--- src/logic/pcc_defs.vh ---
// Purpose: Constants for the printer channel controller
// Assumes: 100 MHz mclk, AXI4-Lite register access
// Notes:   Offsets are byte addresses of aligned 32-bit words
`ifndef PCC_DEFS_VH
`define PCC_DEFS_VH

// ----------------------------------------------------------------
// Register offsets
// ----------------------------------------------------------------
`define PCC_OFS_CMD      8'h00
`define PCC_OFS_STATUS   8'h04
`define PCC_OFS_DATA     8'h08
`define PCC_OFS_VECTOR   8'h0C
`define PCC_OFS_ISR      8'h10
`define PCC_OFS_IMR      8'h14
`define PCC_OFS_COUNT    8'h18
`define PCC_OFS_SEQ      8'h1C

// ----------------------------------------------------------------
// Fields and reset values
// ----------------------------------------------------------------
`define PCC_CMD_BEGIN    0
`define PCC_CMD_RESET    1
`define PCC_CMD_ADDR_LSB 4
`define PCC_ST_BUSY      0
`define PCC_ST_POWER     1
`define PCC_ST_ACK       2
`define PCC_ST_READY     3
`define PCC_ST_PAPER     4
`define PCC_ST_CONN      5
`define PCC_IRQ_DS       0
`define PCC_IRQ_END      1
`define PCC_IMR_RESET    2'h0
`define PCC_CNT_RESET    16'h0000
`define PCC_DEV_ADDR     8'hFE
`define PCC_CHANNEL      3'h7
`define PCC_END_OFS      3'h4
`define PCC_AXI_OKAY     2'h0
`define PCC_AXI_SLVERR   2'h2

// ----------------------------------------------------------------
// Sequence addresses and timing
// ----------------------------------------------------------------
`define PCC_SEQ_IDLE     4'h0
`define PCC_SEQ_START1   4'h1
`define PCC_SEQ_START2   4'h2
`define PCC_SEQ_DATA     4'h3
`define PCC_SEQ_DSREQ    4'h4
`define PCC_SEQ_WAITACK  4'h6
`define PCC_SEQ_STROBE   4'hD
`define PCC_SEQ_END      4'hF
`define PCC_CLK_NS       10
`define PCC_STROBE_NS    500
`define PCC_STROBE_CYC   ((`PCC_STROBE_NS + `PCC_CLK_NS - 1) / `PCC_CLK_NS)

`endif

--- src/logic/pcc_printer_ctrl.v ---
// Purpose: Printer channel controller behind an AXI4-Lite register port
// Assumes: Printer pins are asynchronous and pass two flip-flops
// Notes:   Summary of operation below
//
// Summary of operation
// Default strap 2'b11 puts the 64 vectors at C0 through FF.
// Other straps move the block; channel offsets inside it stay the same.
// A status request returns at most eight bits, in positions 0 to 7.
// A read of the status word is the input with function LSB one.
// Wider status needs several requests; here one byte always suffices.
// Data service requests are raised even with interrupts masked.
// While a data service request is pending the sequencer stalls.
// A branch command during a pending request only acknowledges it.
// After start, printer status is checked before the first data request.
// Block end interrupt after the last byte or on any error.
// Channel 7, device address FE, vectors F8 and FC by default.
// Status sits on bits 0 to 5, all other bits read zero.
// Host keeps a byte transfer instruction in the data service vector.
// Without interrupts the host polls status for the ready bit.
// Each byte gets a 500 ns low strobe, then waits for acknowledge.
// Power checked before each byte and while waiting acknowledge false.
// Entry 1 checks paper low, entry 2 checks cable connection.
// A data service request also raises the ready flag, status bit 3.
// After an error no strobe is issued until a new start.
//
// The address map and the AXI4-Lite interface to the registers were left to the implementer.
`timescale 1ns/1ps
`include "pcc_defs.vh"

module pcc_printer_ctrl (
    // Clock, reset, enable
    input  wire        mclk,
    input  wire        rst_b,
    input  wire        ce,
    // Vector block strap
    input  wire [1:0]  vec_strap,
    // AXI4-Lite slave
    input  wire [7:0]  s_axi_awaddr,
    input  wire        s_axi_awvalid,
    output reg         s_axi_awready,
    input  wire [31:0] s_axi_wdata,
    input  wire [3:0]  s_axi_wstrb,
    input  wire        s_axi_wvalid,
    output reg         s_axi_wready,
    output reg  [1:0]  s_axi_bresp,
    output reg         s_axi_bvalid,
    input  wire        s_axi_bready,
    input  wire [7:0]  s_axi_araddr,
    input  wire        s_axi_arvalid,
    output reg         s_axi_arready,
    output reg  [31:0] s_axi_rdata,
    output reg  [1:0]  s_axi_rresp,
    output reg         s_axi_rvalid,
    input  wire        s_axi_rready,
    // Channel distributor side
    output reg         ds_req,
    output reg         host_ready_flag,
    output reg         block_end_interrupt,
    output reg  [7:0]  ds_vector,
    output reg  [7:0]  end_vector,
    output reg         irq,
    // Printer pins
    output reg  [7:0]  prn_data,
    output reg         prn_strobe_n,
    input  wire        prn_busy,
    input  wire        prn_power,
    input  wire        prn_ack_n,
    input  wire        prn_paper_low,
    input  wire        prn_connected_n
);

    localparam [3:0] S_IDLE    = `PCC_SEQ_IDLE;
    localparam [3:0] S_START1  = `PCC_SEQ_START1;
    localparam [3:0] S_START2  = `PCC_SEQ_START2;
    localparam [3:0] S_DATA    = `PCC_SEQ_DATA;
    localparam [3:0] S_DSREQ   = `PCC_SEQ_DSREQ;
    localparam [3:0] S_STROBE  = `PCC_SEQ_STROBE;
    localparam [3:0] S_WAITACK = `PCC_SEQ_WAITACK;
    localparam [3:0] S_END     = `PCC_SEQ_END;
    localparam [31:0] STROBE_LAST = `PCC_STROBE_CYC - 1;

    // ----------------------------------------------------------------
    // Declarations
    // ----------------------------------------------------------------
    reg  [6:0]  sync1_reg;
    reg  [6:0]  sync2_reg;
    reg  [7:0]  awaddr_reg;
    reg  [31:0] wdata_reg;
    reg  [3:0]  wstrb_reg;
    reg  [3:0]  state_reg;
    reg  [3:0]  state_next;
    reg  [5:0]  strobe_cnt_reg;
    reg  [15:0] count_reg;
    reg         err_reg;
    reg  [1:0]  isr_reg;
    reg  [1:0]  isr_next;
    reg  [1:0]  imr_reg;
    reg         ev_ds;
    reg         ev_end;
    reg         err_set;
    reg         byte_done;
    reg  [31:0] rd_word;
    reg         rd_hit;
    wire        busy_t;
    wire        power_t;
    wire        ack_t;
    wire        paper_t;
    wire        conn_t;
    wire [1:0]  strap_s;
    wire [5:0]  status_word;
    wire        wr_go;
    wire        wr_hit;
    wire        cmd_wr;
    wire        data_wr;
    wire        cmd_rst;
    wire        cmd_begin;
    wire [3:0]  cmd_addr;
    wire        ds_ack;
    wire [7:0]  ds_vec_w;

    // Printer lines as true/false states, whatever their pin level
    assign busy_t  = sync2_reg[0];
    assign power_t = sync2_reg[1];
    assign ack_t   = ~sync2_reg[2];
    assign paper_t = sync2_reg[3];
    assign conn_t  = ~sync2_reg[4];
    assign strap_s = sync2_reg[6:5];

    // Six status bits; upper bits are padded with zero on read
    assign status_word = {conn_t, paper_t, host_ready_flag, ack_t, power_t, busy_t};

    // Write decode: both AXI channels held, no response outstanding
    assign wr_go     = ~s_axi_awready & ~s_axi_wready & ~s_axi_bvalid;
    assign cmd_wr    = wr_go & (awaddr_reg == `PCC_OFS_CMD) & wstrb_reg[0];
    assign data_wr   = wr_go & (awaddr_reg == `PCC_OFS_DATA) & wstrb_reg[0];
    assign cmd_rst   = wdata_reg[`PCC_CMD_RESET];
    assign cmd_begin = wdata_reg[`PCC_CMD_BEGIN];
    assign cmd_addr  = wdata_reg[`PCC_CMD_ADDR_LSB+3:`PCC_CMD_ADDR_LSB];
    assign wr_hit    = (awaddr_reg[7:5] == 3'h0) & (awaddr_reg[1:0] == 2'h0);

    // Pending request is acknowledged by a byte or any branch command
    assign ds_ack = (state_reg == S_DSREQ) & (data_wr | (cmd_wr & ~cmd_rst));

    // Vector block base from strap, channel slot of eight words
    assign ds_vec_w = {strap_s, `PCC_CHANNEL, 3'h0};

    // ----------------------------------------------------------------
    // Input synchroniser
    // ----------------------------------------------------------------
    always @(posedge mclk or negedge rst_b) begin
        if (!rst_b) begin
            sync1_reg <= 7'h04; // Ack idles high
            sync2_reg <= 7'h04;
        end else if (ce) begin
            sync1_reg <= {vec_strap, prn_connected_n, prn_paper_low, prn_ack_n, prn_power, prn_busy};
            sync2_reg <= sync1_reg;
        end
    end

    // ----------------------------------------------------------------
    // Sequencer next state
    // ----------------------------------------------------------------
    always @* begin
        state_next = state_reg;
        ev_ds      = 1'b0;
        ev_end     = 1'b0;
        err_set    = 1'b0;
        byte_done  = 1'b0;
        case (state_reg)
            S_IDLE: begin
                state_next = S_IDLE;
            end
            S_START1: begin
                if (paper_t) begin
                    err_set    = 1'b1;
                    state_next = S_END;
                end else begin
                    state_next = S_START2;
                end
            end
            S_START2: begin
                if (!conn_t) begin
                    err_set    = 1'b1;
                    state_next = S_END;
                end else if (count_reg == 16'h0000) begin
                    state_next = S_END;
                end else begin
                    state_next = S_DATA;
                end
            end
            S_DATA: begin
                // Power is rechecked every cycle acknowledge is still true
                if (!power_t) begin
                    err_set    = 1'b1;
                    state_next = S_END;
                end else if (!ack_t) begin
                    ev_ds      = 1'b1;
                    state_next = S_DSREQ;
                end
            end
            S_DSREQ: begin
                if (ds_ack) begin
                    state_next = S_STROBE;
                end
            end
            S_STROBE: begin
                if (strobe_cnt_reg == STROBE_LAST[5:0]) begin
                    state_next = S_WAITACK;
                end
            end
            S_WAITACK: begin
                if (ack_t) begin
                    byte_done  = 1'b1;
                    state_next = (count_reg == 16'h0001) ? S_END : S_DATA;
                end
            end
            S_END: begin
                ev_end     = 1'b1;
                state_next = S_IDLE;
            end
            default: begin
                state_next = S_IDLE;
            end
        endcase
        // Reset command preempts the next state, ev_ds and ev_end, and cancels requests
        if (cmd_wr && cmd_rst) begin
            state_next = S_IDLE;
            ev_ds      = 1'b0;
            ev_end     = 1'b0;
        end else if (cmd_wr && cmd_begin && state_reg == S_IDLE) begin
            if (cmd_addr == S_START1 || cmd_addr == S_START2) begin
                state_next = cmd_addr;
            end
        end
    end

    // Sticky events; a new event wins over a one written to clear it
    always @* begin
        isr_next = isr_reg;
        if (wr_go && awaddr_reg == `PCC_OFS_ISR && wstrb_reg[0]) begin
            isr_next = isr_next & ~wdata_reg[1:0];
        end
        isr_next = isr_next | {ev_end, ev_ds};
    end

    // ----------------------------------------------------------------
    // Sequencer, printer and interrupt registers
    // ----------------------------------------------------------------
    always @(posedge mclk or negedge rst_b) begin
        if (!rst_b) begin
            state_reg           <= S_IDLE;
            strobe_cnt_reg      <= 6'h00;
            count_reg           <= `PCC_CNT_RESET;
            err_reg             <= 1'b0;
            isr_reg             <= 2'h0;
            imr_reg             <= `PCC_IMR_RESET;
            irq                 <= 1'b0;
            ds_req              <= 1'b0;
            host_ready_flag     <= 1'b0;
            block_end_interrupt <= 1'b0;
            ds_vector           <= 8'h00;
            end_vector          <= 8'h00;
            prn_data            <= 8'h00;
            prn_strobe_n        <= 1'b1;
        end else if (ce) begin
            state_reg           <= state_next;
            isr_reg             <= isr_next;
            irq                 <= |(isr_next & imr_reg);
            ds_req              <= (state_next == S_DSREQ);
            host_ready_flag     <= (state_next == S_DSREQ);
            block_end_interrupt <= ev_end;
            ds_vector           <= ds_vec_w;
            end_vector          <= {ds_vec_w[7:3], `PCC_END_OFS};
            // Error lock holds strobe off until the next start
            prn_strobe_n        <= ~((state_next == S_STROBE) & ~err_reg);
            strobe_cnt_reg      <= (state_reg == S_STROBE) ? strobe_cnt_reg + 6'h01 : 6'h00;
            if (err_set) begin
                err_reg <= 1'b1;
            end else if (state_reg == S_IDLE && (state_next == S_START1 || state_next == S_START2)) begin
                err_reg <= 1'b0;
            end
            if (data_wr) begin
                prn_data <= wdata_reg[7:0];
            end
            if (wr_go && awaddr_reg == `PCC_OFS_IMR && wstrb_reg[0]) begin
                imr_reg <= wdata_reg[1:0];
            end
            // Software write loads the byte count; each acknowledged byte takes one off
            if (wr_go && awaddr_reg == `PCC_OFS_COUNT) begin
                if (wstrb_reg[0]) count_reg[7:0] <= wdata_reg[7:0];
                if (wstrb_reg[1]) count_reg[15:8] <= wdata_reg[15:8];
            end else if (byte_done) begin
                count_reg <= count_reg - 16'h0001;
            end
        end
    end

    // ----------------------------------------------------------------
    // AXI4-Lite write channel
    // ----------------------------------------------------------------
    always @(posedge mclk or negedge rst_b) begin
        if (!rst_b) begin
            s_axi_awready <= 1'b1;
            s_axi_wready  <= 1'b1;
            s_axi_bvalid  <= 1'b0;
            s_axi_bresp   <= `PCC_AXI_OKAY;
            awaddr_reg    <= 8'h00;
            wdata_reg     <= 32'h0000_0000;
            wstrb_reg     <= 4'h0;
        end else if (ce) begin
            if (s_axi_awvalid && s_axi_awready) begin
                awaddr_reg    <= s_axi_awaddr;
                s_axi_awready <= 1'b0;
            end
            if (s_axi_wvalid && s_axi_wready) begin
                wdata_reg    <= s_axi_wdata;
                wstrb_reg    <= s_axi_wstrb;
                s_axi_wready <= 1'b0;
            end
            if (wr_go) begin
                s_axi_bvalid <= 1'b1;
                s_axi_bresp  <= wr_hit ? `PCC_AXI_OKAY : `PCC_AXI_SLVERR;
            end
            if (s_axi_bvalid && s_axi_bready) begin
                s_axi_bvalid  <= 1'b0;
                s_axi_awready <= 1'b1;
                s_axi_wready  <= 1'b1;
            end
        end
    end

    // ----------------------------------------------------------------
    // AXI4-Lite read channel
    // ----------------------------------------------------------------
    // Status read is the status request; one byte covers every bit here
    always @* begin
        rd_hit  = 1'b1;
        rd_word = 32'h0000_0000;
        case (s_axi_araddr)
            `PCC_OFS_CMD:    rd_word = 32'h0000_0000;
            `PCC_OFS_STATUS: rd_word = {26'h0, status_word};
            `PCC_OFS_DATA:   rd_word = {24'h0, prn_data};
            `PCC_OFS_VECTOR: rd_word = {8'h00, `PCC_DEV_ADDR, end_vector, ds_vector};
            `PCC_OFS_ISR:    rd_word = {30'h0, isr_reg};
            `PCC_OFS_IMR:    rd_word = {30'h0, imr_reg};
            `PCC_OFS_COUNT:  rd_word = {16'h0, count_reg};
            `PCC_OFS_SEQ:    rd_word = {27'h0, err_reg, state_reg};
            default:         rd_hit  = 1'b0;
        endcase
    end

    // Data is sampled at acceptance so the reply reflects that edge
    always @(posedge mclk or negedge rst_b) begin
        if (!rst_b) begin
            s_axi_arready <= 1'b1;
            s_axi_rvalid  <= 1'b0;
            s_axi_rdata   <= 32'h0000_0000;
            s_axi_rresp   <= `PCC_AXI_OKAY;
        end else if (ce) begin
            if (s_axi_arvalid && s_axi_arready) begin
                s_axi_arready <= 1'b0;
                s_axi_rvalid  <= 1'b1;
                s_axi_rdata   <= rd_word;
                s_axi_rresp   <= rd_hit ? `PCC_AXI_OKAY : `PCC_AXI_SLVERR;
            end else if (s_axi_rvalid && s_axi_rready) begin
                s_axi_rvalid  <= 1'b0;
                s_axi_arready <= 1'b1;
            end
        end
    end

endmodule // pcc_printer_ctrl

--- config.mk ---
export PLATFORM = sky130hd
export DESIGN_NAME = pcc_printer_ctrl
export DESIGN_NICKNAME = d
export VERILOG_FILES = /design/src/logic/pcc_printer_ctrl.v
export VERILOG_INCLUDE_DIRS = /design/src /design/src/logic
export SDC_FILE = /design/constraint.sdc
export NUM_CORES = 1
export LEC_CHECK = 0
export ABC_AREA = 1
export BUFFER_PORTS_ARGS = -buffer_cell sky130_fd_sc_hd__buf_2
export CORE_ASPECT_RATIO = 1.75
export CORE_MARGIN = 1.5
export CORE_UTILIZATION = 52
export DETAILED_ROUTE_END_ITERATION = 10
export HOLD_SLACK_MARGIN = 0.12
export PLACE_DENSITY = 0.79
export RECOVER_POWER = 50
export SYNTH_ARGS = -nofsm -noshare
export SYNTH_HDL_FRONTEND = slang
export SYNTH_SLANG_ARGS = --single-unit
--- constraint.sdc ---
create_clock -name mclk -period 2.2 [get_ports mclk]
set_input_delay 0.44 -clock mclk [delete_from_list [all_inputs] [get_ports mclk]]
set_output_delay 0.44 -clock mclk [all_outputs]
set_load 0.005 [all_outputs]
**Yosys cells after proc, flatten, opt, wreduce, memory -nomap -nowiden**

Index checks and enable logic that the tools add are counted.
W data, S select, Z words.

- Add/subtract/negate cells: 2
- Bitwise operators: 23
- Mux-type cells: 47
- Equality and inequality tests: 28
- Reductions and logical operators: 43

Operator list:

| cell | number |
|---|---|
| $pmux W24 S7 | 1 |
| $eq A8 B5 Y1 const B | 7 |
| $mux W4 | 12 |
| $mux W16 | 2 |
| $eq A8 B4 Y1 const B | 3 |
| $mux W1 | 24 |
| $pmux W4 S6 | 1 |
| $reduce_and A2 Y1 | 11 |
| $eq A16 B1 Y1 const B | 1 |
| $eq A4 B2 Y1 const B | 4 |
| $logic_not A16 Y1 | 1 |
| $logic_not A8 Y1 | 2 |
| $mux W8 | 2 |
| $sub A16 B1 Y16 const B | 1 |
| $logic_and A1 B1 Y1 | 14 |
| $eq A4 B1 Y1 const B | 3 |
| $eq A4 B3 Y1 const B | 3 |
| $eq A4 B4 Y1 const B | 3 |
| $reduce_bool A2 Y1 | 6 |
| $and A1 B1 Y1 | 10 |
| $eq A8 B3 Y1 const B | 1 |
| $not A1 Y1 | 8 |
| $reduce_or A8 Y1 | 1 |
| $add A6 B1 Y6 const B | 1 |
| other kinds (15) | 21 |

- Flip-flop bits (word level): 135
- Input bits: 67
- Output and inout bits: 70
- Word-level logic and storage cells: 170

**Logic depth before layout (Yosys ltp)**

Gate-level depths: netlist (run 1).

- Depth after elaboration: 18
- Gate-level depth with buffers: 13
- Gate-level depth less buffers: 13

**Worst setup path after synthesis (run 1)**

OpenSTA, ideal clock, no wires.

- Kind: register to register
- From: register count_reg[0]
- To: register count_reg[14]
- Setup time: 76 ps
- Slack: 610 ps
- Cell stages (with the launch flop): 11
- Arrival time: 1514 ps
- Data required time: 2124 ps
- Cells stage by stage: dfrtp_1 inv_1 ha_1 nand2_1 nor2_2 nand2_1 o21ai_0 inv_1 o21ai_0 o211ai_1 o21ai_1

- Cells in the longest elaborated chain, start to end: 3

Ends and longest elaborated chain:

| element | RTL line | source |
|---|---|---|
| start: declaration | pcc_printer_ctrl.v:93 | `reg [15:0] count_reg;` |
| start signal: assignment | pcc_printer_ctrl.v:253 | `` count_reg <= `PCC_CNT_RESET; `` |
| start signal: assignment | pcc_printer_ctrl.v:290 | `if (wstrb_reg[0]) count_reg[7:0] <= wdata_reg[7:0];` |
| start signal: assignment | pcc_printer_ctrl.v:293 | `count_reg <= count_reg - 16'h0001;` |
| $sub A16 B1 Y16 | pcc_printer_ctrl.v:293 |  |
| $mux W16 | pcc_printer_ctrl.v:292 | `end else if (byte_done) begin` |
| $mux W16 | pcc_printer_ctrl.v:289 | `` if (wr_go && awaddr_reg == `PCC_OFS_COUNT) begin `` |

Every way passes these cells. The select of a mux whose other input is x is not followed.
A chain may end at the register's enable or synchronous reset.

**Worst setup path after layout (run 1)**

- From: register awaddr_reg[1]
- To: register count_reg[12]

- Cells in the longest elaborated chain, start to end: 4

Ends and longest elaborated chain:

| element | RTL line | source |
|---|---|---|
| start: declaration | pcc_printer_ctrl.v:87 | `reg [7:0] awaddr_reg;` |
| start signal: assignment | pcc_printer_ctrl.v:312 | `awaddr_reg <= s_axi_awaddr;` |
| $eq A8 B5 Y1 (no source line) (*) | n/a |  |
| $logic_and A1 B1 Y1 (no source line) (*) | n/a |  |
| $ne A2 B2 Y1 (no source line) / $reduce_bool A2 Y1 (equally long branches) | n/a |  |
| $reduce_and A3 Y1 (no source line) | n/a |  |
| end signal: assignment | pcc_printer_ctrl.v:253 |  |
| end signal: assignment | pcc_printer_ctrl.v:291 | `if (wstrb_reg[1]) count_reg[15:8] <= wdata_reg[15:8];` |
| end signal: assignment | pcc_printer_ctrl.v:293 |  |

Every way passes the cells marked *; elsewhere a longest branch is shown, timed or not.

==> results of run 1 <==
==> worst min-delay path: stages <==
cell and delay, ns:
buf_2 0.07, nand2_1 0.04, nand2_1 0.05
==> routing by layer <==
metal  GRT usage (%)  vias up
met5               0        -
met3            5.40       59
met4            21.1        0
met1            28.9     2359
met2            47.4      163
li1                -     2442
==> worst min path at each step <==
stage                        startpoint            end  slack (ns)  cells past startpoint
final                      vec_strap[1]   sync1_reg[6]        0.29                      3
after global placement            rst_b   sync1_reg[1]        0.32                      1
after detailed placement          rst_b   sync1_reg[1]        0.32                      1
after floorplan                   rst_b  awaddr_reg[0]        0.14                      0
after CTS                 prn_paper_low   sync1_reg[3]        0.28                      3
after global routing      prn_paper_low   sync1_reg[3]        0.29                      3
==> stage by stage <==
step	util (%)	instances	area, um2	total power (W)
global route	61.0	932	6520	0.00688
finish	61.0	932	6520	0.00646
global placement	58.2	915	6230	0.00479
floorplan	-	722	5780	0.00419
detailed placement	58.2	915	6230	0.00485
CTS	61.1	932	6540	0.00650
==> layout by cell type, fill, tap and decap left out, types with 2 or more instances in the layout <==
| cell | synthesis | final |
|---|---|---|
| xor2_1 | 6 | 6 |
| o22ai_2 | 3 | 3 |
| inv_2 | 4 | 4 |
| o21a_1 | 2 | 2 |
| inv_1 | 64 | 64 |
| nand3b_1 | 2 | 2 |
| mux2_2 | 11 | 11 |
| o21ai_1 | 8 | 8 |
| clkbuf_16 | 0 | 9 |
| nand2_2 | 3 | 3 |
| dfstp_2 | 6 | 5 |
| o22ai_1 | 12 | 12 |
| buf_4 | 32 | 7 |
| o21ai_0 | 61 | 61 |
| clkbuf_2 | 0 | 2 |
| dfrtp_1 | 104 | 104 |
| clkinvlp_4 | 0 | 2 |
| clkbuf_1 | 11 | 4 |
| nor2_2 | 4 | 4 |
| o211ai_1 | 4 | 4 |
| nand3_1 | 40 | 40 |
| nand4_1 | 5 | 5 |
| nand2_1 | 172 | 172 |
| buf_2 | 7 | 101 |
| clkinv_1 | 2 | 2 |
| o31ai_1 | 3 | 3 |
| nor3_1 | 17 | 17 |
| o221ai_1 | 2 | 2 |
| nor2_1 | 69 | 69 |
| a21oi_1 | 28 | 28 |
| nor3b_1 | 2 | 2 |
| o21ai_2 | 4 | 4 |
| ha_1 | 5 | 5 |
| conb_1 | 1 | 16 |
==> what timing repair did <==
| action | 4_1_cts | 5_1_grt |
|---|---|---|
| buffers inserted | 0 | 0 |
| hold buffers | 1 | 0 |
| hold endpoints to repair | 12 | 0 |
==> kinds of logic (layout without fill, tap and decap cells) <==
group | after synthesis | count (layout) | share of synthesized area (%)
AND/OR/NAND/NOR | 319 | 319 | 23.5
AO/OA/AOI/OAI | 132 | 132 | 13.4
buffers and inverters | 121 | 201 | 10.3
flip-flops | 110 | 110 | 48.2
multiplexers | 12 | 12 | 2.34
XOR/XNOR | 7 | 7 | 1.07
adder cells (fa/ha/maj) | 5 | 5 | 1.09
other | 1 | 16 | 0.0655
==> layout make-up <==
class | count | area, um2 | share of cell area, %
clock buffers | 11 | 243 | 3.72
clock inverters | 5 | 58.8 | 0.901
multi-input cells | 491 | 2430 | 37.2
repair buffers | 115 | 609 | 9.34
flip-flops and latches | 110 | 2760 | 42.3
well taps | 130 | 163 | 2.49
inverters | 70 | 263 | 4.03
==> cell usage after synthesis, types with 2 or more instances <==
library cell / count
nand2_1: 172
dfrtp_1: 104
nor2_1: 69
inv_1: 64
o21ai_0: 61
nand3_1: 40
buf_4: 32
a21oi_1: 28
nor3_1: 17
o22ai_1: 12
clkbuf_1: 11
mux2_2: 11
o21ai_1: 8
buf_2: 7
dfstp_2: 6
xor2_1: 6
ha_1: 5
nand4_1: 5
inv_2: 4
nor2_2: 4
o211ai_1: 4
o21ai_2: 4
nand2_2: 3
o22ai_2: 3
o31ai_1: 3
clkinv_1: 2
nand3b_1: 2
nor3b_1: 2
o21a_1: 2
o221ai_1: 2
==> power by group <==
part           internal [W]  switching, W  leakage (nW)
registers           0.00254      0.000394          1.36
logic              0.000675       0.00121          1.80
clock network      0.000915      0.000733         0.142
==> key figures, run 1 <==
Global routing
  – Vias in the first global route: 4985
  – GRT Residual Overflow: 0
  – Largest net degree at the start of global routing: 52
  – GRT Overall Usage: 27.8%
  – Global-route wire length before repair: 24200 um
  – Initial antenna violation count: 0

Floorplanning
  – Starting Density: 53.5%
  – I/O pins: about 140
  – Horiz. Die Dim: ~82 um
  – Die footprint: 11700 um2
  – Die height: 142 um
  – Placeable Area: ~11000 um2
  – FP Rows: 50

Routing
  – Met2 routed WL: 8020 um
  – Top sig layer: met4
  – Final ANT Viol Nets: 0
  – Final wirelength: 15100 um
  – DRT Pass-1 Iters: 8
  – Via Count: 5023
  – Initial drt markers: about 330
  – Met3 wire len: ~570 um
  – Post-route met1 wirelength: 5380 um
  – DRC Markers: 0
  – Wire length per cell: roughly 16 um
  – Avg Vias per Cell: 5.39

Place
  – Final GP Congestion: 0.943
  – Port buffer count: 102
  – Worst slack at placement: 0.280 ns
  – Dpl hpwl: 11700 um

Clock tree
  – CTS clk-pin slew, worst paths: 0.07 ns
  – Longest Clk Path Bufs: 2
  – H-tree Lvls: 3
  – Clk sinks: 110
  – CTS tree: done
  – CTS resizes: 0
  – CTS Buf Count: 9
  – CTS root buf: clkbuf_16
  – Clock Latency Late Sink: between 0.3 and 0.4 ns

Cells and area
  – Fillers: 1016
  – Max reg flops: 17
  – Fin nets: 869
  – Area Growth Syn to Fin: 14.0%
  – Share of cells above drive strength 1: 20.7%
  – Antenna diodes: 0

Timing
  – Tmin final: around 2.0 ns
  – Endpoints failing hold: 0
  – Setup TNS: 0 ns
  – Period utilisation layout: 89.0%
  – Clock skew: 0.00669 ns
  – Count of pins over their slew limit: 0
  – Max Fclk: 510 MHz
  – Tightest Pin Transition: 1.10 ns
  – RSZ-0062 raised after global routing: false
  – Max-slew headroom: 26.7%
  – # setup viols final: 0
  – Hold slack: 0.289 ns
  – Slack of the critical path: 0.241 ns

Worst setup path
  – CP Launch Type: register
  – Worst EP arrival: 2.23 ns
  – Crit-path max FO: 17
  – Critical Path RT: around 2.5 ns
  – R2r setup slk: 0.24 ns
  – Cell family with most CP delay: simple AND/OR/NAND/NOR gates
  – Worst r2r path cells: 9
  – Setup CP Type: register to register
  – Slowest stage cell, crit path: dfrtp_1
  – Crit-path max cell delay: 0.39 ns
  – CP Buf/Inv Count: 1
  – Worst path cell trace: nor2_2, nand3_2, nor2_4, nand2_4, a21oi_4, o21ai_2, inv_2, o21ai_1, o22ai_2
  – Critical path endpoint: count_reg[12]
  – Reg-to-Reg End: count_reg[12]
  – Crit path from: awaddr_reg[1]
  – Crit path depth: 9
  – Worst setup EP type: register
  – Worst R2R Start: awaddr_reg[1]

Synthesis
  – Post-synth design cell area: 5720 um2
  – Area contributors post-synth: dfrtp_1, nand2_1, o21ai_0, nor2_1, buf_4
  – Distinct cells, synth: 44
  – Most used DFF post-synth: dfrtp_1
  – Post-synth ARST share: 100%
  – Synthesized flop and latch total: between 100 and 150
  – Syn Inst Count: between 700 and 800
  – Synth warn: 0
  – EDFF count, synth: 0
  – Share of Yosys cell area claimed by the top area cell type: a little under half
  – Synth area leader: dfrtp_1
  – Post-synthesis average cell area: approximately 8.1 um2
  – Share of the yosys chip area belonging to registers: about half

Hold path
  – Hold Path Class: primary input to register

Outcome
  – Status: complete, no violations

Power
  – VDD IR max: 565 uV
  – Pwr dens: 990 nW/um2
  – Leakage Power: 3.30 nW

Job
  – Max-cap check violation count: 0
(Power assumes the default switching activity.)
==> run 2, diff against run 1 <==
--- a/config.mk
+++ b/config.mk
@@ -6,7 +6,6 @@
 export SDC_FILE = /design/constraint.sdc
 export NUM_CORES = 1
 export LEC_CHECK = 0
-export ABC_AREA = 1
 export BUFFER_PORTS_ARGS = -buffer_cell sky130_fd_sc_hd__buf_2
 export CORE_ASPECT_RATIO = 1.75
 export CORE_MARGIN = 1.5
@@ -15,6 +14,7 @@
 export HOLD_SLACK_MARGIN = 0.12
 export PLACE_DENSITY = 0.79
 export RECOVER_POWER = 50
+export REMOVE_ABC_BUFFERS = 1
 export SYNTH_ARGS = -nofsm -noshare
 export SYNTH_HDL_FRONTEND = slang
 export SYNTH_SLANG_ARGS = --single-unit
==> run 2 against run 1 <==
Combinational power up 3%. Sequential power about the same. Register-to-register slack lost 0.14 ns. Worst hold slack better by 0.030 ns. Flip-flop and latch count stayed put. Count of clock-buffer cells in the layout rose by 1. Global-route usage down 2.4 points. First-iteration DRC count grew 7.0%. Critical endpoint is now state_reg[3]. Largest cell class unchanged.
==> key figures, run 2 <==
Outcome
  – Status: complete, no violations

Worst setup path
  – Crit path from: state_reg[0]
  – Critical Path RT: roughly 2.4 ns
  – Worst setup EP type: register
  – Worst EP arrival: 2.33 ns
  – Worst R2R Start: state_reg[0]
  – Worst path cell trace: and3b_1, o21ai_0, o31ai_1, a41oi_1, a31oi_1, mux2_2
  – Crit-path max FO: 5
  – Slowest stage cell, crit path: dfrtp_1
  – Setup CP Type: register to register
  – Crit-path max cell delay: 0.43 ns
  – CP Launch Type: register

Power
  – Comb pwr share: approximately 30%
  – Leakage Power: 3.11 nW
  – Total Power: roughly 0.0063 W
  – Pwr dens: 940 nW/um2
  – Switch Pwr: approximately 0.0022 W
  – P_int: 0.00418 W
  – VDD IR max: 639 uV
  – Switching fraction of total power: approximately 34%
  – Sequential Power Share: 45.8%
  – Clock share of power: 23.6%

Clock tree
  – Clock Latency Late Sink: 0.35 ns
  – Post-CTS setup buffers: 0
  – CTS root buf: clkbuf_16
  – CTS tree: done
  – Clk sinks: 110
  – Longest Clk Path Bufs: 2
  – CTS Buf Count: 9
  – CTS clk-pin slew, worst paths: 0.07 ns
  – H-tree Lvls: 3

Hold path
  – HP Start: s_axi_wdata[10]
  – Hold Path Class: primary input to register

Cells and area
  – Max reg flops: 17
  – Commonest non-fill, non-tap cell in the layout: dfrtp_1
  – Area Growth Syn to Fin: 16.4%
  – Fin nets: 740
  – Antenna diodes: 0
  – Commonest cells after routing, fill and taps aside: dfrtp_1, buf_2, mux2_2, nand2_1
  – Share of cells above drive strength 1: 33.6%
  – Post-layout util: 62.8%

Routing
  – Final ANT Viol Nets: 0
  – Final wirelength: 14600 um
  – Initial drt markers: ~350
  – Avg Vias per Cell: between 5 and 6
  – DRC Markers: 0
  – Via Count: 4753
  – Wire length per cell: 18.1 um
  – DRT Pass-1 Iters: 5

Global routing
  – Vias in the first global route: 4802
  – GRT Residual Overflow: 0
  – Largest net degree at the start of global routing: 52
  – Initial antenna violation count: 0
  – Global-route wire length before repair: 24000 um
  – GRT Overall Usage: 25.4%

Place
  – Port buffer count: 102
  – Final GP Congestion: between 0.9 and 1
  – Worst slack at placement: 0.0553 ns
  – Dpl hpwl: roughly 11000 um

Floorplanning
  – I/O pins: 137
  – Starting Density: 53.9%
  – Die height: 143 um
  – FP Rows: 50
  – Horiz. Die Dim: 82.9 um
  – Die footprint: 11800 um2
  – Placeable Area: 10800 um2

Timing
  – RSZ-0062 raised after global routing: true
  – Clock skew: a little over 0.007 ns
  – Max Fclk: 475 MHz
  – Slack of the critical path: 0.0969 ns
  – Count of pins over their slew limit: 0
  – Tmin final: ~2.1 ns
  – Endpoints failing hold: 0
  – Tightest Pin Transition: ~0.87 ns
  – Period utilisation layout: a little over nine tenths
  – # setup viols final: 0
  – Max-slew headroom: between 40% and 50%

Synthesis
  – Distinct cells, synth: 73
  – Share of the yosys chip area belonging to registers: 47.6%
  – Syn Inst Count: roughly 560
  – Post-synth ARST share: 100%
  – Synth area leader: dfrtp_1
  – Share of Yosys cell area claimed by the top area cell type: ~45%
  – Synthesized flop and latch total: between 100 and 150
  – Most used DFF post-synth: dfrtp_1
  – EDFF count, synth: 0
  – Post-synth design cell area: 5800 um2
  – Synth warn: 0
  – Commonest cells post-synth: dfrtp_1, mux2_2, nand2_1
  – Count leader, synth: dfrtp_1
  – Post-synthesis average cell area: just over 10 um2
  – Area contributors post-synth: dfrtp_1, mux2_2, buf_4, nand2_1, o21ai_0

Job
  – Max-cap check violation count: 0
run 2: final cells by class:
class | count | area (um2)
Fill cell | 942 | 4010
Sequential cell | 110 | 2760
Multi-Input combinational cell | 389 | 2710
Timing Repair Buffer | 138 | 776
Clock buffer | 12 | 246
Tap cell | 130 | 163
Inverter | 20 | 75.1
Clock inverter | 4 | 22.5
run 2: power by group through the flow:
| stage | clock [W] | combinational (W) | sequential, W |
|---|---|---|---|
| after CTS | 0.00151 | 0.00189 | 0.00289 |
| after global placement | 0 | 0.00182 | 0.00291 |
| after detailed placement | 0 | 0.00188 | 0.00293 |
| final | 0.00150 | 0.00194 | 0.00291 |
| after floorplan | 0 | 0.00110 | 0.00287 |
| after global routing | 0.00161 | 0.00214 | 0.00297 |
run 2: worst paths after layout:
path | cells after the start | to | slack [ns]
min | 2 | wdata_reg[10] | 0.32
min in group asynchronous | 2 | sync1_reg[4] | 0.75
min reg2reg | 2 | s_axi_rdata[11] | 0.48
max | 6 | state_reg[3] | 0.1
max in group asynchronous | 3 | prn_data[2] | 0.27
max reg2reg | 6 | state_reg[3] | 0.1
run 2: timing repair:
action                                  4_1_cts  5_1_grt
endpoints found under the setup margin        0       13
endpoints found under the hold margin        29        0
hold buffers                                  1        0
gates resized for setup                       0        5
run 2: per-layer routing:
layer  wire length (um)  vias up  part of all wire, %  global-route usage [%]
li1                   -     2209                    -                       -
met4                735        0                  5.0                    14.7
met5                  0        -                    0                       0
met1               5300     2317                   36                    28.1
met3                610       45                  4.2                    3.82
met2               7920      182                   54                    46.1
run 2: stage by stage:
stage,setup TNS [ns],instance area (um2),hold slack (ns),std cells
after CTS,0,6760,0.317,803
after detailed placement,0,6480,0.430,786
final,0,6750,0.319,803
after global routing,-0.00268,6750,0.311,803
after global placement,0,6480,0.424,786
after floorplan,-0.413,5510,0.144,519
run 2: cell families (layout without fill, tap and decap cells):
logic type / Yosys count / after routing / synth area share (%)
xor+xnor: 2 / 2 / 0.302
mux: 58 / 58 / 11.4
other cells: 1 / 16 / 0.0646
fa+ha+maj: 5 / 5 / 1.08
compound gates: 132 / 132 / 15.0
buf+inv: 78 / 174 / 7.27
flops: 110 / 110 / 47.6
simple gates: 176 / 176 / 17.3
run 2: critical path: cells and delay by family (launching register included):
family	cells	cell delay (ns)
multiplexers	1	0.29
flip-flops	1	0.43
AND/OR/NAND/NOR	1	0.20
AO/OA/AOI/OAI	4	1.06
